===== config.mk =====
export PLATFORM = sky130hd
export DESIGN_NAME = sdpr_host_flat
export DESIGN_NICKNAME = d
export VERILOG_FILES = /design/src/rtl/sdpr_pkg.sv /design/src/rtl/sdpr_link_if.sv /design/src/rtl/sdpr_host.sv /design/src/flat_wrapper.sv
export SDC_FILE = /design/constraint.sdc
export NUM_CORES = 1
export LEC_CHECK = 0
export BUFFER_PORTS_ARGS = -buffer_cell sky130_fd_sc_hd__buf_2
export CORE_MARGIN = 2
export CORE_UTILIZATION = 50
export DETAILED_ROUTE_END_ITERATION = 12
export PLACE_DENSITY = 0.75
export SLEW_MARGIN = 40
export SYNTH_ARGS = -nofsm -noshare
export SYNTH_HDL_FRONTEND = slang
export SYNTH_SLANG_ARGS = --single-unit

===== constraint.sdc =====
create_clock -name MCLK -period 6.7 [get_ports MCLK]
set_clock_uncertainty 0.15 [all_clocks]
set_input_delay 0.335 -clock MCLK [delete_from_list [all_inputs] [get_ports MCLK]]
set_output_delay 0.335 -clock MCLK [all_outputs]
set_load 0.01 [all_outputs]

===== src/rtl/sdpr_pkg.sv =====
package sdpr_pkg;
  // Serial frame: 18 data bits first, then 4 address bits, msb first
  localparam int          DATA_W       = 18;
  localparam int          ADDR_W       = 4;
  localparam int          FRAME_W      = DATA_W + ADDR_W;
  localparam int          NUM_REGS     = 9;
  localparam logic [4:0]  LAST_BIT     = 5'h15;

  localparam logic [3:0]  A_MAIN       = 4'h0;
  localparam logic [3:0]  A_GAIN       = 4'h1;
  localparam logic [3:0]  A_POWER      = 4'h2;
  localparam logic [3:0]  A_RF1_FB     = 4'h3;
  localparam logic [3:0]  A_RF2_FB     = 4'h4;
  localparam logic [3:0]  A_IF_FB      = 4'h5;
  localparam logic [3:0]  A_RF1_REF    = 4'h6;
  localparam logic [3:0]  A_RF2_REF    = 4'h7;
  localparam logic [3:0]  A_IF_REF     = 4'h8;

  // Writable field of each register; everything else goes out as zero
  localparam logic [17:0] M_MAIN       = 18'h0_3C2C;
  localparam logic [17:0] M_GAIN       = 18'h0_003F;
  localparam logic [17:0] M_POWER      = 18'h0_0003;
  localparam logic [17:0] M_RF1_FB     = 18'h3_FFFF;
  localparam logic [17:0] M_RF2_FB     = 18'h1_FFFF;
  localparam logic [17:0] M_IF_FB      = 18'h0_FFFF;
  localparam logic [17:0] M_REF        = 18'h0_1FFF;

  localparam int          B_AUTO_ALL   = 3;
  localparam int          B_IF_ON      = 1;
  localparam int          B_RF_ON      = 0;
  localparam int          B_KP1        = 0;
  localparam int          B_KP2        = 2;
  localparam int          REF_W        = 13;
  localparam logic [17:0] WORD_RESET   = 18'h0_0000;

  localparam logic [12:0] REF_MAX      = 13'h1_FFD;
  localparam logic [12:0] REF_MIN_KP0  = 13'h0_007;
  localparam logic [12:0] REF_MIN_KP1  = 13'h0_008;
  localparam logic [12:0] REF_MIN_KP2  = 13'h0_00A;
  localparam logic [12:0] REF_MIN_KP3  = 13'h0_00E;

  // Controller register map, byte addresses on the bus
  localparam logic [7:0]  O_CMD_DATA   = 8'h00;
  localparam logic [7:0]  O_CMD_GO     = 8'h04;
  localparam logic [7:0]  O_STATUS     = 8'h08;
  localparam logic [7:0]  O_GAIN_SHADOW = 8'h0C;
  localparam int          S_BUSY       = 0;
  localparam int          S_REFUSED    = 1;
  localparam int          S_SENT       = 2;

  localparam int          MCLK_HZ      = 10_000_000;
  localparam int          SCLK_HZ      = 1_250_000;
  localparam int          HALF_DIV     = MCLK_HZ / (2 * SCLK_HZ);
endpackage : sdpr_pkg


===== src/rtl/sdpr_link_if.sv =====
`timescale 1ns/10ps
interface sdpr_link_if;
  logic serial_clock;
  logic serial_port_enable_n;
  logic serial_write_data;

  modport host (
    output serial_clock,
    output serial_port_enable_n,
    output serial_write_data
  );

  modport device (
    input serial_clock,
    input serial_port_enable_n,
    input serial_write_data
  );
endinterface : sdpr_link_if


===== src/rtl/sdpr_host.sv =====
// Operation
// - Power register at 0010, bits 17:2 zero
// - Bit 1 zero powers IF loop down
// - Bit 0 zero powers RF loop down
// - Any loop on powers reference amplifier
// - 0011 holds 18-bit RF1 feedback count
// - 0100 holds 17-bit RF2 count, bit17 zero
// - 0101 holds 16-bit IF count, 17:16 zero
// - 0110 holds 13-bit RF1 reference count
// - Host keeps RF1 reference within gain bounds
// - 0111 holds 13-bit RF2 reference count
// - Host keeps RF2 reference within gain bounds
// - 1000 holds 13-bit IF reference count
// - Host keeps IF reference within RF1 bounds
// - Auto power bit forces both loops on
// - Host never writes addresses 9 to 15
//
// Local design decision: the AHB-Lite interface to the registers.
`timescale 1ns/10ps
module sdpr_host #(
  parameter int HALF_DIV = sdpr_pkg::HALF_DIV
) (
  input  wire logic        MCLK,
  input  wire logic        RESETN,
  input  wire logic        HSEL,
  input  wire logic [31:0] HADDR,
  input  wire logic [1:0]  HTRANS,
  input  wire logic        HWRITE,
  input  wire logic [2:0]  HSIZE,
  input  wire logic [31:0] HWDATA,
  input  wire logic        HREADY,
  output logic      [31:0] HRDATA,
  output logic             HREADYOUT,
  output logic             HRESP,
  sdpr_link_if.host        link
);

  typedef enum logic [2:0] {
    ST_IDLE  = 3'b001,
    ST_SHIFT = 3'b010,
    ST_END   = 3'b100
  } sdpr_state_t;

  sdpr_state_t                  state_reg;
  logic [7:0]                   wr_addr_reg;
  logic                         wr_pend_reg;
  logic [17:0]                  data_reg;
  logic [3:0]                   gain_reg;
  logic                         refused_reg;
  logic                         sent_reg;
  logic [sdpr_pkg::FRAME_W-1:0] frame_reg;
  logic [4:0]                   bit_reg;
  logic [7:0]                   div_reg;
  logic                         sclk_reg;
  logic                         ena_n_reg;
  logic                         hready_reg;
  logic [31:0]                  hrdata_reg;
  logic                         go;
  logic                         go_ok;
  logic [3:0]                   go_addr;
  logic [17:0]                  go_data;
  logic                         tick;

  function automatic logic [17:0] field_mask(input logic [3:0] a);
    unique case (a)
      sdpr_pkg::A_MAIN:    field_mask = sdpr_pkg::M_MAIN;
      sdpr_pkg::A_GAIN:    field_mask = sdpr_pkg::M_GAIN;
      sdpr_pkg::A_POWER:   field_mask = sdpr_pkg::M_POWER;
      sdpr_pkg::A_RF1_FB:  field_mask = sdpr_pkg::M_RF1_FB;
      sdpr_pkg::A_RF2_FB:  field_mask = sdpr_pkg::M_RF2_FB;
      sdpr_pkg::A_IF_FB:   field_mask = sdpr_pkg::M_IF_FB;
      default:             field_mask = sdpr_pkg::M_REF;
    endcase
  endfunction : field_mask

  function automatic logic [12:0] ref_min(input logic [1:0] kp);
    unique case (kp)
      2'b00:   ref_min = sdpr_pkg::REF_MIN_KP0;
      2'b01:   ref_min = sdpr_pkg::REF_MIN_KP1;
      2'b10:   ref_min = sdpr_pkg::REF_MIN_KP2;
      default: ref_min = sdpr_pkg::REF_MIN_KP3;
    endcase
  endfunction : ref_min

  function automatic logic ref_ok(input logic [17:0] d, input logic [1:0] kp);
    ref_ok = d[12:0] >= ref_min(kp) && d[12:0] <= sdpr_pkg::REF_MAX;
  endfunction : ref_ok

  // Zero-wait slave: address phase latched, write acts in data phase
  always_ff @(posedge MCLK) begin
    if (!RESETN) begin
      wr_pend_reg <= 1'b0;
      wr_addr_reg <= 8'h00;
      hrdata_reg  <= 32'h0000_0000;
      hready_reg  <= 1'b0;
    end else begin
      hready_reg  <= 1'b1;
      wr_pend_reg <= HSEL && HTRANS[1] && HREADY && HWRITE;
      wr_addr_reg <= HADDR[7:0];
      if (HSEL && HTRANS[1] && HREADY && !HWRITE) begin
        unique case (HADDR[7:0])
          sdpr_pkg::O_CMD_DATA:    hrdata_reg <= {14'h0000, data_reg};
          sdpr_pkg::O_STATUS:      hrdata_reg <= {29'h0000_0000, sent_reg, refused_reg,
                                                  state_reg != ST_IDLE};
          sdpr_pkg::O_GAIN_SHADOW: hrdata_reg <= {28'h000_0000, gain_reg};
          default:                 hrdata_reg <= 32'h0000_0000;
        endcase
      end
    end
  end

  assign go      = wr_pend_reg && wr_addr_reg == sdpr_pkg::O_CMD_GO;
  assign go_addr = HWDATA[3:0];
  assign go_data = data_reg & field_mask(go_addr);

  always_comb begin
    go_ok = state_reg == ST_IDLE && go_addr <= sdpr_pkg::A_IF_REF;
    unique case (go_addr)
      sdpr_pkg::A_RF1_REF: go_ok = go_ok && ref_ok(go_data, gain_reg[1:0]);
      sdpr_pkg::A_RF2_REF: go_ok = go_ok && ref_ok(go_data, gain_reg[3:2]);
      sdpr_pkg::A_IF_REF:  go_ok = go_ok && ref_ok(go_data, gain_reg[1:0]);
      default:             go_ok = go_ok;
    endcase
  end

  always_ff @(posedge MCLK) begin
    if (!RESETN) begin
      data_reg    <= 18'h0_0000;
      gain_reg    <= 4'h0;
      refused_reg <= 1'b0;
      sent_reg    <= 1'b0;
    end else begin
      if (wr_pend_reg && wr_addr_reg == sdpr_pkg::O_CMD_DATA) begin
        data_reg <= HWDATA[17:0];
      end
      if (go && go_ok && go_addr == sdpr_pkg::A_GAIN) begin
        gain_reg <= go_data[3:0];
      end
      // Set wins over a write-one clear in the same cycle
      if (wr_pend_reg && wr_addr_reg == sdpr_pkg::O_STATUS) begin
        refused_reg <= refused_reg & ~HWDATA[sdpr_pkg::S_REFUSED];
        sent_reg    <= sent_reg & ~HWDATA[sdpr_pkg::S_SENT];
      end
      if (go && !go_ok) begin
        refused_reg <= 1'b1;
      end
      if (state_reg == ST_END && tick) begin
        sent_reg <= 1'b1;
      end
    end
  end

  assign tick = div_reg == 8'(HALF_DIV - 1);

  always_ff @(posedge MCLK) begin
    if (!RESETN) begin
      div_reg <= 8'h00;
    end else if (state_reg == ST_IDLE || tick) begin
      div_reg <= 8'h00;
    end else begin
      div_reg <= div_reg + 8'h01;
    end
  end

  // Data changes only while the link clock is low; device samples on rise
  always_ff @(posedge MCLK) begin
    if (!RESETN) begin
      state_reg <= ST_IDLE;
      sclk_reg  <= 1'b0;
      ena_n_reg <= 1'b1;
      frame_reg <= '0;
      bit_reg   <= 5'h00;
    end else begin
      unique case (state_reg)
        ST_IDLE: begin
          if (go && go_ok) begin
            frame_reg <= {go_data, go_addr};
            ena_n_reg <= 1'b0;
            bit_reg   <= 5'h00;
            state_reg <= ST_SHIFT;
          end
        end
        ST_SHIFT: begin
          if (tick) begin
            sclk_reg <= !sclk_reg;
            if (sclk_reg) begin
              if (bit_reg == sdpr_pkg::LAST_BIT) begin
                state_reg <= ST_END;
              end else begin
                bit_reg   <= bit_reg + 5'h01;
                frame_reg <= {frame_reg[sdpr_pkg::FRAME_W-2:0], 1'b0};
              end
            end
          end
        end
        ST_END: begin
          if (tick) begin
            ena_n_reg <= 1'b1;
            state_reg <= ST_IDLE;
          end
        end
      endcase
    end
  end

  assign link.serial_clock         = sclk_reg;
  assign link.serial_port_enable_n = ena_n_reg;
  assign link.serial_write_data    = frame_reg[sdpr_pkg::FRAME_W-1];
  assign HRDATA                    = hrdata_reg;
  assign HREADYOUT                 = hready_reg;
  assign HRESP                     = 1'b0;

endmodule : sdpr_host


===== src/flat_wrapper.sv =====
// flat-port wrapper written by rule: the top's interface ports become plain ports
module sdpr_host_flat 
#(
  parameter int HALF_DIV = sdpr_pkg::HALF_DIV
)
  (MCLK, RESETN, HSEL, HADDR, HTRANS, HWRITE, HSIZE, HWDATA, HREADY, HRDATA, HREADYOUT, HRESP, link_serial_clock, link_serial_port_enable_n, link_serial_write_data);
  sdpr_link_if link_i ();
  input  wire logic MCLK;
  input  wire logic RESETN;
  input  wire logic HSEL;
  input  wire logic [31:0] HADDR;
  input  wire logic [1:0] HTRANS;
  input  wire logic HWRITE;
  input  wire logic [2:0] HSIZE;
  input  wire logic [31:0] HWDATA;
  input  wire logic HREADY;
  output logic      [31:0] HRDATA;
  output logic HREADYOUT;
  output logic HRESP;
  output wire logic [$bits(link_i.serial_clock)-1:0] link_serial_clock;
  output wire logic [$bits(link_i.serial_port_enable_n)-1:0] link_serial_port_enable_n;
  output wire logic [$bits(link_i.serial_write_data)-1:0] link_serial_write_data;
  assign link_serial_clock = link_i.serial_clock;
  assign link_serial_port_enable_n = link_i.serial_port_enable_n;
  assign link_serial_write_data = link_i.serial_write_data;
  sdpr_host #(.HALF_DIV(HALF_DIV)) u_core (.MCLK(MCLK), .RESETN(RESETN), .HSEL(HSEL), .HADDR(HADDR), .HTRANS(HTRANS), .HWRITE(HWRITE), .HSIZE(HSIZE), .HWDATA(HWDATA), .HREADY(HREADY), .HRDATA(HRDATA), .HREADYOUT(HREADYOUT), .HRESP(HRESP), .link(link_i));
endmodule

# After elaboration in Yosys (flattened, before gate mapping)
# Index checks and enable logic that the tools add are counted.
# word_totals
ff_bits	106
inputBits	74
elab_cells	123
output_inout_bits	37
# classes
muxes	32
n_bitwise	6
magnitude_cmp	5
reduce_logical	36
addsub	2
n_eq_ne	28
# op_table
operator	n
case mux 18 bit (6 select lines)	1
2-to-1 mux 22 bit	4
case mux 18 bit (3 select lines)	1
case mux 22 bit (2 select lines)	1
greater-or-equal comparator 13 bit	3
2-to-1 mux 13 bit	3
equality test 8 x 4 -> 1 bit (second input constant)	3
case mux 4 bit (3 select lines)	2
2-to-1 mux 5 bit	4
AND 18 bit	1
logical AND 1 bit	18
equality test 4 x 3 -> 1 bit (second input constant)	4
logical NOT 8 bit	2
2-to-1 mux 3 bit	5
less-or-equal comparator 13 bit (second input constant)	1
case mux 5 bit (2 select lines)	1
AND reduction 5 bit	2
case mux 3 bit (3 select lines)	1
adder 8 x 1 -> 8 bit (second input constant)	1
equality test 4 x 2 -> 1 bit (second input constant)	2
equality test 8 x 2 -> 1 bit (second input constant)	1
equality test 8 x 3 -> 1 bit (second input constant)	1
inequality test 2 x 1 -> 1 bit (second input constant)	4
nonzero test 2 bit	4
other kinds (24)	39

# Depth between registers and ports, before layout
# Gate-level depths: netlist of run 1.
# depth
depth_word	10
ltp_mapped	14
depth_no_buf	11

# Worst setup path after synthesis of run 1
# OpenSTA, ideal clock, no wires.
# synth_timing
path_kind	input port to flip-flop
start	input HWDATA[2]
end	register u_core.frame_reg[0] (netlist bit)
setup_time_ps	70
path_slack_ps	3857
t_arrival_ps	2623
stages	10
n_path_buf	1
path_cell_list	buf_2 -> or4b_4 -> and2_1 -> ha_1 -> o31ai_1 -> a41oi_2 -> nor2_2 -> a31oi_2 -> or3b_1 -> a21boi_1
# synth_via
elab_chain_cells	10
# synth_rtl
item	line	source
from (decl)	flat_wrapper.sv:15	input wire logic [31:0] HWDATA;
equality test 4 x 3 -> 1 bit (tied with other cells)	sdpr_host.sv:65	unique case (a)
case mux 18 bit (6 select lines) *	sdpr_host.sv:65	
AND 18 bit *	sdpr_host.sv:114	assign go_data = data_reg & field_mask(go_addr);
named net u_core.go_data[3]	sdpr_host.sv:61	logic [17:0] go_data;
greater-or-equal comparator 13 bit or less-or-equal comparator 13 bit (tied branches)	sdpr_host.sv:86	ref_ok = d[12:0] >= ref_min(kp) && d[12:0] <= sdpr_pkg::REF_MAX;
logical AND 1 bit	sdpr_host.sv:86	
logical AND 1 bit, on equally long branches	sdpr_host.sv:121, sdpr_host.sv:119, sdpr_host.sv:120	
case mux 1 bit (3 select lines) *	sdpr_host.sv:118	unique case (go_addr)
logical AND 1 bit *	sdpr_host.sv:176	if (go && go_ok) begin
inequality test 2 bit (no source line) *	-	
AND reduction 5 bit (no source line) *	-	
to (signal assigned)	sdpr_host.sv:177	frame_reg <= {go_data, go_addr};
to (signal assigned)	sdpr_host.sv:191	frame_reg <= {frame_reg[sdpr_pkg::FRAME_W-2:0], 1'b0};
to (decl)	sdpr_host.sv:51	logic [sdpr_pkg::FRAME_W-1:0] frame_reg;
# Mark *: on every way through the listed nets, which the timed path passes. The rest lies on a longest branch.
# A chain may end at the register's enable or synchronous reset.

# Worst setup path in the final report of run 1
# layout_timing
start	input HWDATA[0]
end	register u_core.frame_reg[9] (netlist bit)
# The elaborated chain is that of the path after synthesis.

==> results of run 1 <==
[cell usage in the layout (no fill, tap or decap), types with 3 or more instances in the layout]
cell type / synthesis / final
a21boi_0: 5 / 5
nand3_1: 18 / 18
mux2_2: 4 / 4
ha_1: 13 / 13
o31ai_1: 3 / 3
nand4b_1: 3 / 3
o21ai_0: 25 / 25
xor2_1: 12 / 12
inv_1: 9 / 9
clkbuf_8: 0 / 10
a22oi_1: 19 / 19
conb_1: 1 / 15
a21oi_1: 8 / 8
nand2_1: 79 / 79
dfxtp_1: 92 / 92
nor3_1: 7 / 6
nor3b_1: 4 / 3
nor2_1: 28 / 28
nor4b_1: 3 / 3
buf_2: 7 / 53
nor2b_1: 40 / 40
inv_6: 0 / 3
a211oi_1: 3 / 3
mux2i_1: 41 / 41
and2_1: 12 / 12
nand4_1: 8 / 8
buf_4: 17 / 3
a22o_1: 6 / 6
[how the worst max path moves through the flow]
stage	to	slack (ps)	cells past startpoint
after floorplan	u_core.frame_reg[0]$_SDFFE_PN0P_	3860	10
after global placement	u_core.frame_reg[10]$_SDFFE_PN0P_	3390	13
after detailed placement	u_core.frame_reg[8]$_SDFFE_PN0P_	3340	13
after CTS	u_core.frame_reg[9]$_SDFFE_PN0P_	3730	13
after global routing	u_core.frame_reg[6]$_SDFFE_PN0P_	3490	13
final	u_core.frame_reg[9]$_SDFFE_PN0P_	3720	11
[final cells by class]
type	instances	share of cell area, %
Clock buffer	10	2.73
Timing Repair Buffer	57	5.94
Multi-Input combinational cell	389	50.0
Tap cell	108	2.68
Clock inverter	6	1.37
Sequential cell	92	36.6
Inverter	9	0.671
[logic make-up after synthesis]
group,share of synthesized area [%]
compound gates,12.9
buf+inv,6.17
flops,40.2
other cells,0.0819
simple gates,24.5
xor+xnor,2.68
fa+ha+maj,3.55
mux,9.95
[stage by stage]
stage                     cell area, um^2  utilization, %
after detailed placement             4820            54.8
after global placement               4820            54.8
after floorplan                      4630               -
after global routing                 5030            57.2
final                                5030            57.2
after CTS                            5030            57.1
[worst max-delay path: cells and delay by family]
| kind | cells | cell delay (ps) |
|---|---|---|
| AO/OA/AOI/OAI | 2 | 390 |
| AND/OR/NAND/NOR | 5 | 1270 |
| multiplexers | 1 | 240 |
| buffers and inverters | 2 | 540 |
| adder cells (fa/ha/maj) | 1 | 310 |
[power by group]
group | switching (mW) | internal, mW | leakage [nW] | total [mW]
clock | 0.199 | 0.186 | 0.104 | 0.385
combinational | 0.0345 | 0.0198 | 1.10 | 0.0543
sequential | 0.00216 | 0.550 | 0.743 | 0.552
total | 0.236 | 0.756 | 1.95 | 0.992
[metal layers]
metal	track usage, %	share of wire [%]	vias up
li1	-	-	1854
met5	0	0	-
met2	31.6	44	86
met3	4.22	4.8	9
met4	4.95	0.89	0
met1	28.5	50	1672
==> impl_metrics.yaml, run 1 <==
timing:
  holdWs_ps: 32.8
  post-route-period-util_pct: 44.4
  max_slew_margin_pct: 48.1
  fmax_mhz: 336
  tightest_slew_ps: 778
  finalHoldViolations: 0
  setup_viol: 0
  setup-tns-final_ps: 0
  drv_slew: 0
  rsz0062_at_grt: "false"
  post-route-min-period_ps: 2980
  setup_slack_ps: 3720
floorplanning:
  core_um2: 8810
  num_rows: 34
  die-area_um2: 9940
  die_x_um: 99.7
  floorplan.initialDensity_pct: 52.0
  io_pins: 111
  die_y_um: 99.7
logic_synthesis:
  ys_types: 57
  syn-cell-area_um2: 4580
  synthArstFlopShare_pct: 0
  synth_flop_cell: "dfxtp_1"
  netlist_instances: 521
  avgSynthCellArea_um2: 8.79
  synth_edf_count: 0
  synth-seq-area-share_pct: 40.2
  yosys.cell_count.top_type: "dfxtp_1"
  synth_top_area_share_pct: 40.2
  ys_top_cells_by_count: "dfxtp_1, nand2_1, mux2i_1"
  ys_top_cells_by_area: "dfxtp_1, mux2i_1, nand2_1"
  synth_warnings: 0
  synth_largest_area_cell: "dfxtp_1"
  yosys_register_bits: 92
worst_hold_path:
  hp-class: "input port to register"
  hold_path_end: "u_core.wr_addr_reg[1]$_SDFF_PN0_"
  worstHoldStart: "HADDR[1]"
  holdPathStages: 2
clocking:
  clock_latency_ps: 360
  cts_buffers: 9
  postCtsSetupBuffers: 0
  cts_tree: "yes"
  clkSinkCount: 92
  cts_root_buf: "clkbuf_8"
  cts_max_level: 3
  cts_resized: 0
  clkTransAtPathRegs_ps: 100
  cts_hold_buf: 0
  clk_path_buf_depth: 2
critical_path:
  crit_required_ps: 6830
  startpoint: "HWDATA[0]"
  reg2reg_to: "u_core.frame_reg[9]$_SDFFE_PN0P_"
  max_stage_delay_ps: 620
  crit_path_end_kind: "register"
  worstPathCellList: "buf_2 > or4b_4 > and2_1 > ha_1 > o31ai_1 > a41oi_2 > nor2_2 > nand4b_1 > nand2_1 > buf_4 > mux2i_1"
  r2r_setup_slack_ps: 3930
  r2r_cells: 11
  worstReg2RegStart: "u_core.gain_reg[1]$_SDFFE_PN0P_"
  path_class: "input port to register"
  slowest_stage: "or4b_4"
  critPathArrivalTime_ps: 3110
  worstPathMaxFanout: 21
  startpoint_type: "input port"
placed_design:
  place_congestion: 0.950
  dp_slack_ps: 3340
  dp.cells: 655
  dp_hpwl_um: 6770
  port_buffers: 53
grt:
  grt_max_degree: 102
  grt_pass1_wl_um: 16300
  grt.total_usage_pct: 20.2
  antenna_found_initial: 0
  overflow: 0
  grt_pass1_vias: 3353
layout:
  diodes: 0
  regArea_um2: 1840
  largest_reg_flops: 22
  stdcell_count: 671
  nFillCells: 815
  syn_to_final_growth_pct: 9.92
  drive_above_1_share_pct: 16.2
  multi_input_area_um2: 2520
  nets: 645
detailed_routing:
  wire_per_inst_um: 14.2
  route.detailed.drc: 0
  vias: 3621
  ant_nets: 0
  detail_route.wirelength_um: 9550
  vias_per_cell: 5.40
  first_iter_violations: 194
  first_pass_iters: 5
power_and_ir_drop:
  p_leak_nw: 1.95
  p_total_uw: 992
  powerDensity_nw_per_um2: 197
  ir_drop_mv: 0.133
status:
  status: "complete, no violations"
flow_run:
  maxCapViolations: 0
(Power assumes the default switching activity.)
==> inputs of run 2 (changes only) <==
Settings changed: ABC_AREA from default to 1, CORE_UTILIZATION 50 to 49, PLACE_DENSITY 0.75 to 0.77.
Clock period 6.7 ns to 2.5 ns, I/O delays scaled along.
==> run 2 against run 1 <==
Net effect: power rose to 4.7 times the previous value; clock-buffer cell count did not move; sequential power rose to 3.0 times the previous value; the flow now finishes with violations (negative setup slack); clock power rose to 3.0 times the previous value; non-clock buffer count rose by 67.
==> impl_metrics.yaml, run 2 <==
placed_design:
  dp.cells: 852
  dp_hpwl_um: 8400
  place_congestion: 0.931
  port_buffers: 53
  dpl-instance-area_um2: 5260
layout:
  final_common_cell: "nand2_1"
  diodes: 0
  nets: 853
  syn_to_final_growth_pct: 29.4
  multi_input_area_um2: 2690
  nFillCells: 749
  final_cell_mix: "nand2_1, dfxtp_1, nor2_1, inv_1, buf_2"
  largest_reg_flops: 22
  finish.instance_area_um2: 6130
  stdcell_count: 900
  drive_above_1_share_pct: 27.5
  regArea_um2: 1850
logic_synthesis:
  syn-cell-area_um2: 4740
  netlist_instances: 662
  ys_top_cells_by_count: "nand2_1, dfxtp_1, nor2_1"
  yosys_register_bits: 92
  synth_adder_area_share_pct: 3.43
  synth_warnings: 0
  ys_types: 41
  ys_top_cells_by_area: "dfxtp_1, nand2_1, nor2_1"
  synth_top_area_share_pct: 38.9
  avgSynthCellArea_um2: 7.16
  synth_top_family_by_area: "simple AND/OR/NAND/NOR gates"
  synth-seq-area-share_pct: 38.9
  synthArstFlopShare_pct: 0
  synth_edf_count: 0
  synth_flop_cell: "dfxtp_1"
  synth_largest_area_cell: "dfxtp_1"
  synth_mux_area_share_pct: 0
  yosys.area_share.simple_pct: 31.2
  synth_xor_area_share_pct: 0.554
  yosys.cell_count.top_type: "nand2_1"
  synth_compound_area_share_pct: 14.8
worst_hold_path:
  hp-class: "input port to register"
  worstHoldStart: "HWDATA[1]"
critical_path:
  worstPathMaxFanout: 8
  path_class: "register to register"
  critPathArrivalTime_ps: 2630
  crit_path_end_kind: "register"
  startpoint_type: "register"
  startpoint: "u_core.data_reg[0]$_SDFFE_PN0P_"
  r2r_setup_slack_ps: -40
  worstReg2RegStart: "u_core.data_reg[0]$_SDFFE_PN0P_"
  crit_required_ps: 2590
clocking:
  clkSinkCount: 92
  cts_buffers: 9
  clk_path_buf_depth: 2
  cts_root_buf: "clkbuf_8"
  clock_latency_ps: 370
  clkTransAtPathRegs_ps: 100
  cts_max_level: 3
  cts_tree: "yes"
grt:
  grt_pass1_wl_um: 19600
  grt_max_degree: 40
  grt_pass1_vias: 4361
  grt.total_usage_pct: 23.7
  antenna_found_initial: 2
  overflow: 0
power_and_ir_drop:
  powerDensity_nw_per_um2: 765
  p_leak_nw: 2.56
  ir_drop_mv: 0.512
timing:
  rsz0062_at_grt: "true"
  fmax_mhz: 394
  setup_slack_ps: -35.9
  finalHoldViolations: 0
  post-route-period-util_pct: 101
  drv_slew: 0
  tightest_slew_ps: 516
  setup_viol: 11
  holdWs_ps: 47.3
  post-route-min-period_ps: 2540
  max_slew_margin_pct: 65.6
detailed_routing:
  vias_per_cell: 5.31
  first_iter_violations: 273
  ant_nets: 0
  wire_per_inst_um: 14.2
  route.detailed.drc: 0
  detail_route.wirelength_um: 12800
  first_pass_iters: 5
  vias: 4782
floorplanning:
  die-area_um2: 10500
  io_pins: 111
  die_x_um: 102
  core_um2: 9330
  floorplan.initialDensity_pct: 50.8
  num_rows: 35
  die_y_um: 102
status:
  status: "finished, violations left"
  violations: "negative setup slack"
flow_run:
  maxCapViolations: 0
## run 2: cell count changes after synthesis, moves of 12 or more
| cell | previous run | this run |
|---|---|---|
| mux2i_1 | 41 | 0 |
| nand3_1 | 18 | 50 |
| o21ai_0 | 25 | 41 |
| and2_1 | 12 | 0 |
| nand2_1 | 79 | 150 |
| nor2b_1 | 40 | 0 |
| a21oi_2 | 0 | 16 |
| a21oi_1 | 8 | 51 |
| inv_1 | 9 | 60 |
| nor2_1 | 28 | 74 |
| nand3_2 | 0 | 12 |
| a22oi_1 | 19 | 2 |
## run 2: metrics by stage
| step | utilization (%) | TNS, ps | total power, mW | setup WS [ps] |
|---|---|---|---|---|
| final | 65.8 | -138 | 4.69 | -35.9 |
| after global routing | 65.8 | -5680 | 4.92 | -211 |
| after CTS | 61.7 | 0 | 4.17 | 4.18 |
| after detailed placement | 56.4 | -4260 | 2.96 | -192 |
| after global placement | 56.4 | -2940 | 2.92 | -134 |
| after floorplan | - | 0 | 2.70 | 159 |
## run 2: per-layer routing
layer,up-vias,part of all wire (%),routed length [um],track usage [%]
met5,-,0.10,13,0
met4,2,3.4,437,11.5
met3,44,5.9,759,4.79
met2,186,49,6310,39.6
met1,2212,41,5300,29.3
li1,2338,-,-,-
## run 2: kinds of logic after synthesis
| kind of cell | after synthesis |
|---|---|
| DFF | 92 |
| xor gates and xnor gates | 3 |
| AOI/OAI and AO/OA | 120 |
| other | 1 |
| adders and majority gates | 13 |
| and+or+nand+nor | 325 |
| buffers and inverters | 108 |
## run 2: power by group
| group | switching [mW] | internal (mW) |
|---|---|---|
| clock network | 0.568 | 0.602 |
| logic | 1.05 | 0.809 |
| registers | 0.0880 | 1.57 |
## run 2: area by class of cell
class / instances / area share (%)
Clock buffer: 10 / 2.24
Clock inverter: 6 / 1.53
Inverter: 63 / 3.86
Multi-Input combinational cell: 476 / 43.8
Sequential cell: 92 / 30.1
Tap cell: 129 / 2.63
Timing Repair Buffer: 124 / 15.8
## run 2: worst paths after layout
kind              depth (start not counted)                               end
setup / recovery                         19  u_core.frame_reg[6]$_SDFFE_PN0P_
hold / removal                            4   u_core.data_reg[1]$_SDFFE_PN0P_
setup reg to reg                         19  u_core.frame_reg[6]$_SDFFE_PN0P_
hold reg to reg                           1      u_core.div_reg[0]$_SDFF_PP0_
## run 2: worst max-delay path, stage by stage (launching register included)
cell and delay (ps):
dfxtp_2 340, inv_1 70, nor2_2 130, inv_2 70
buf_4 140, ha_1 260, nand2_1 60, nor2_2 100
nand2_1 70, nand2_2 80, a21oi_2 50, nand3_1 80
nand2_1 80, nand2_2 110, nand3_4 100, nand2_8 160
nand2_8 80, buf_8 150, nand2_1 70, a21oi_1 60
## run 2: timing repair
action | in CTS | in global routing
gates cloned | 0 | 4
hold buffers | 25 | 0
hold endpoints to repair | 24 | 0
gates resized for setup | 5 | 70
setup endpoints to repair | 24 | 35
pin swaps | 1 | 15
buffers inserted | 0 | 3
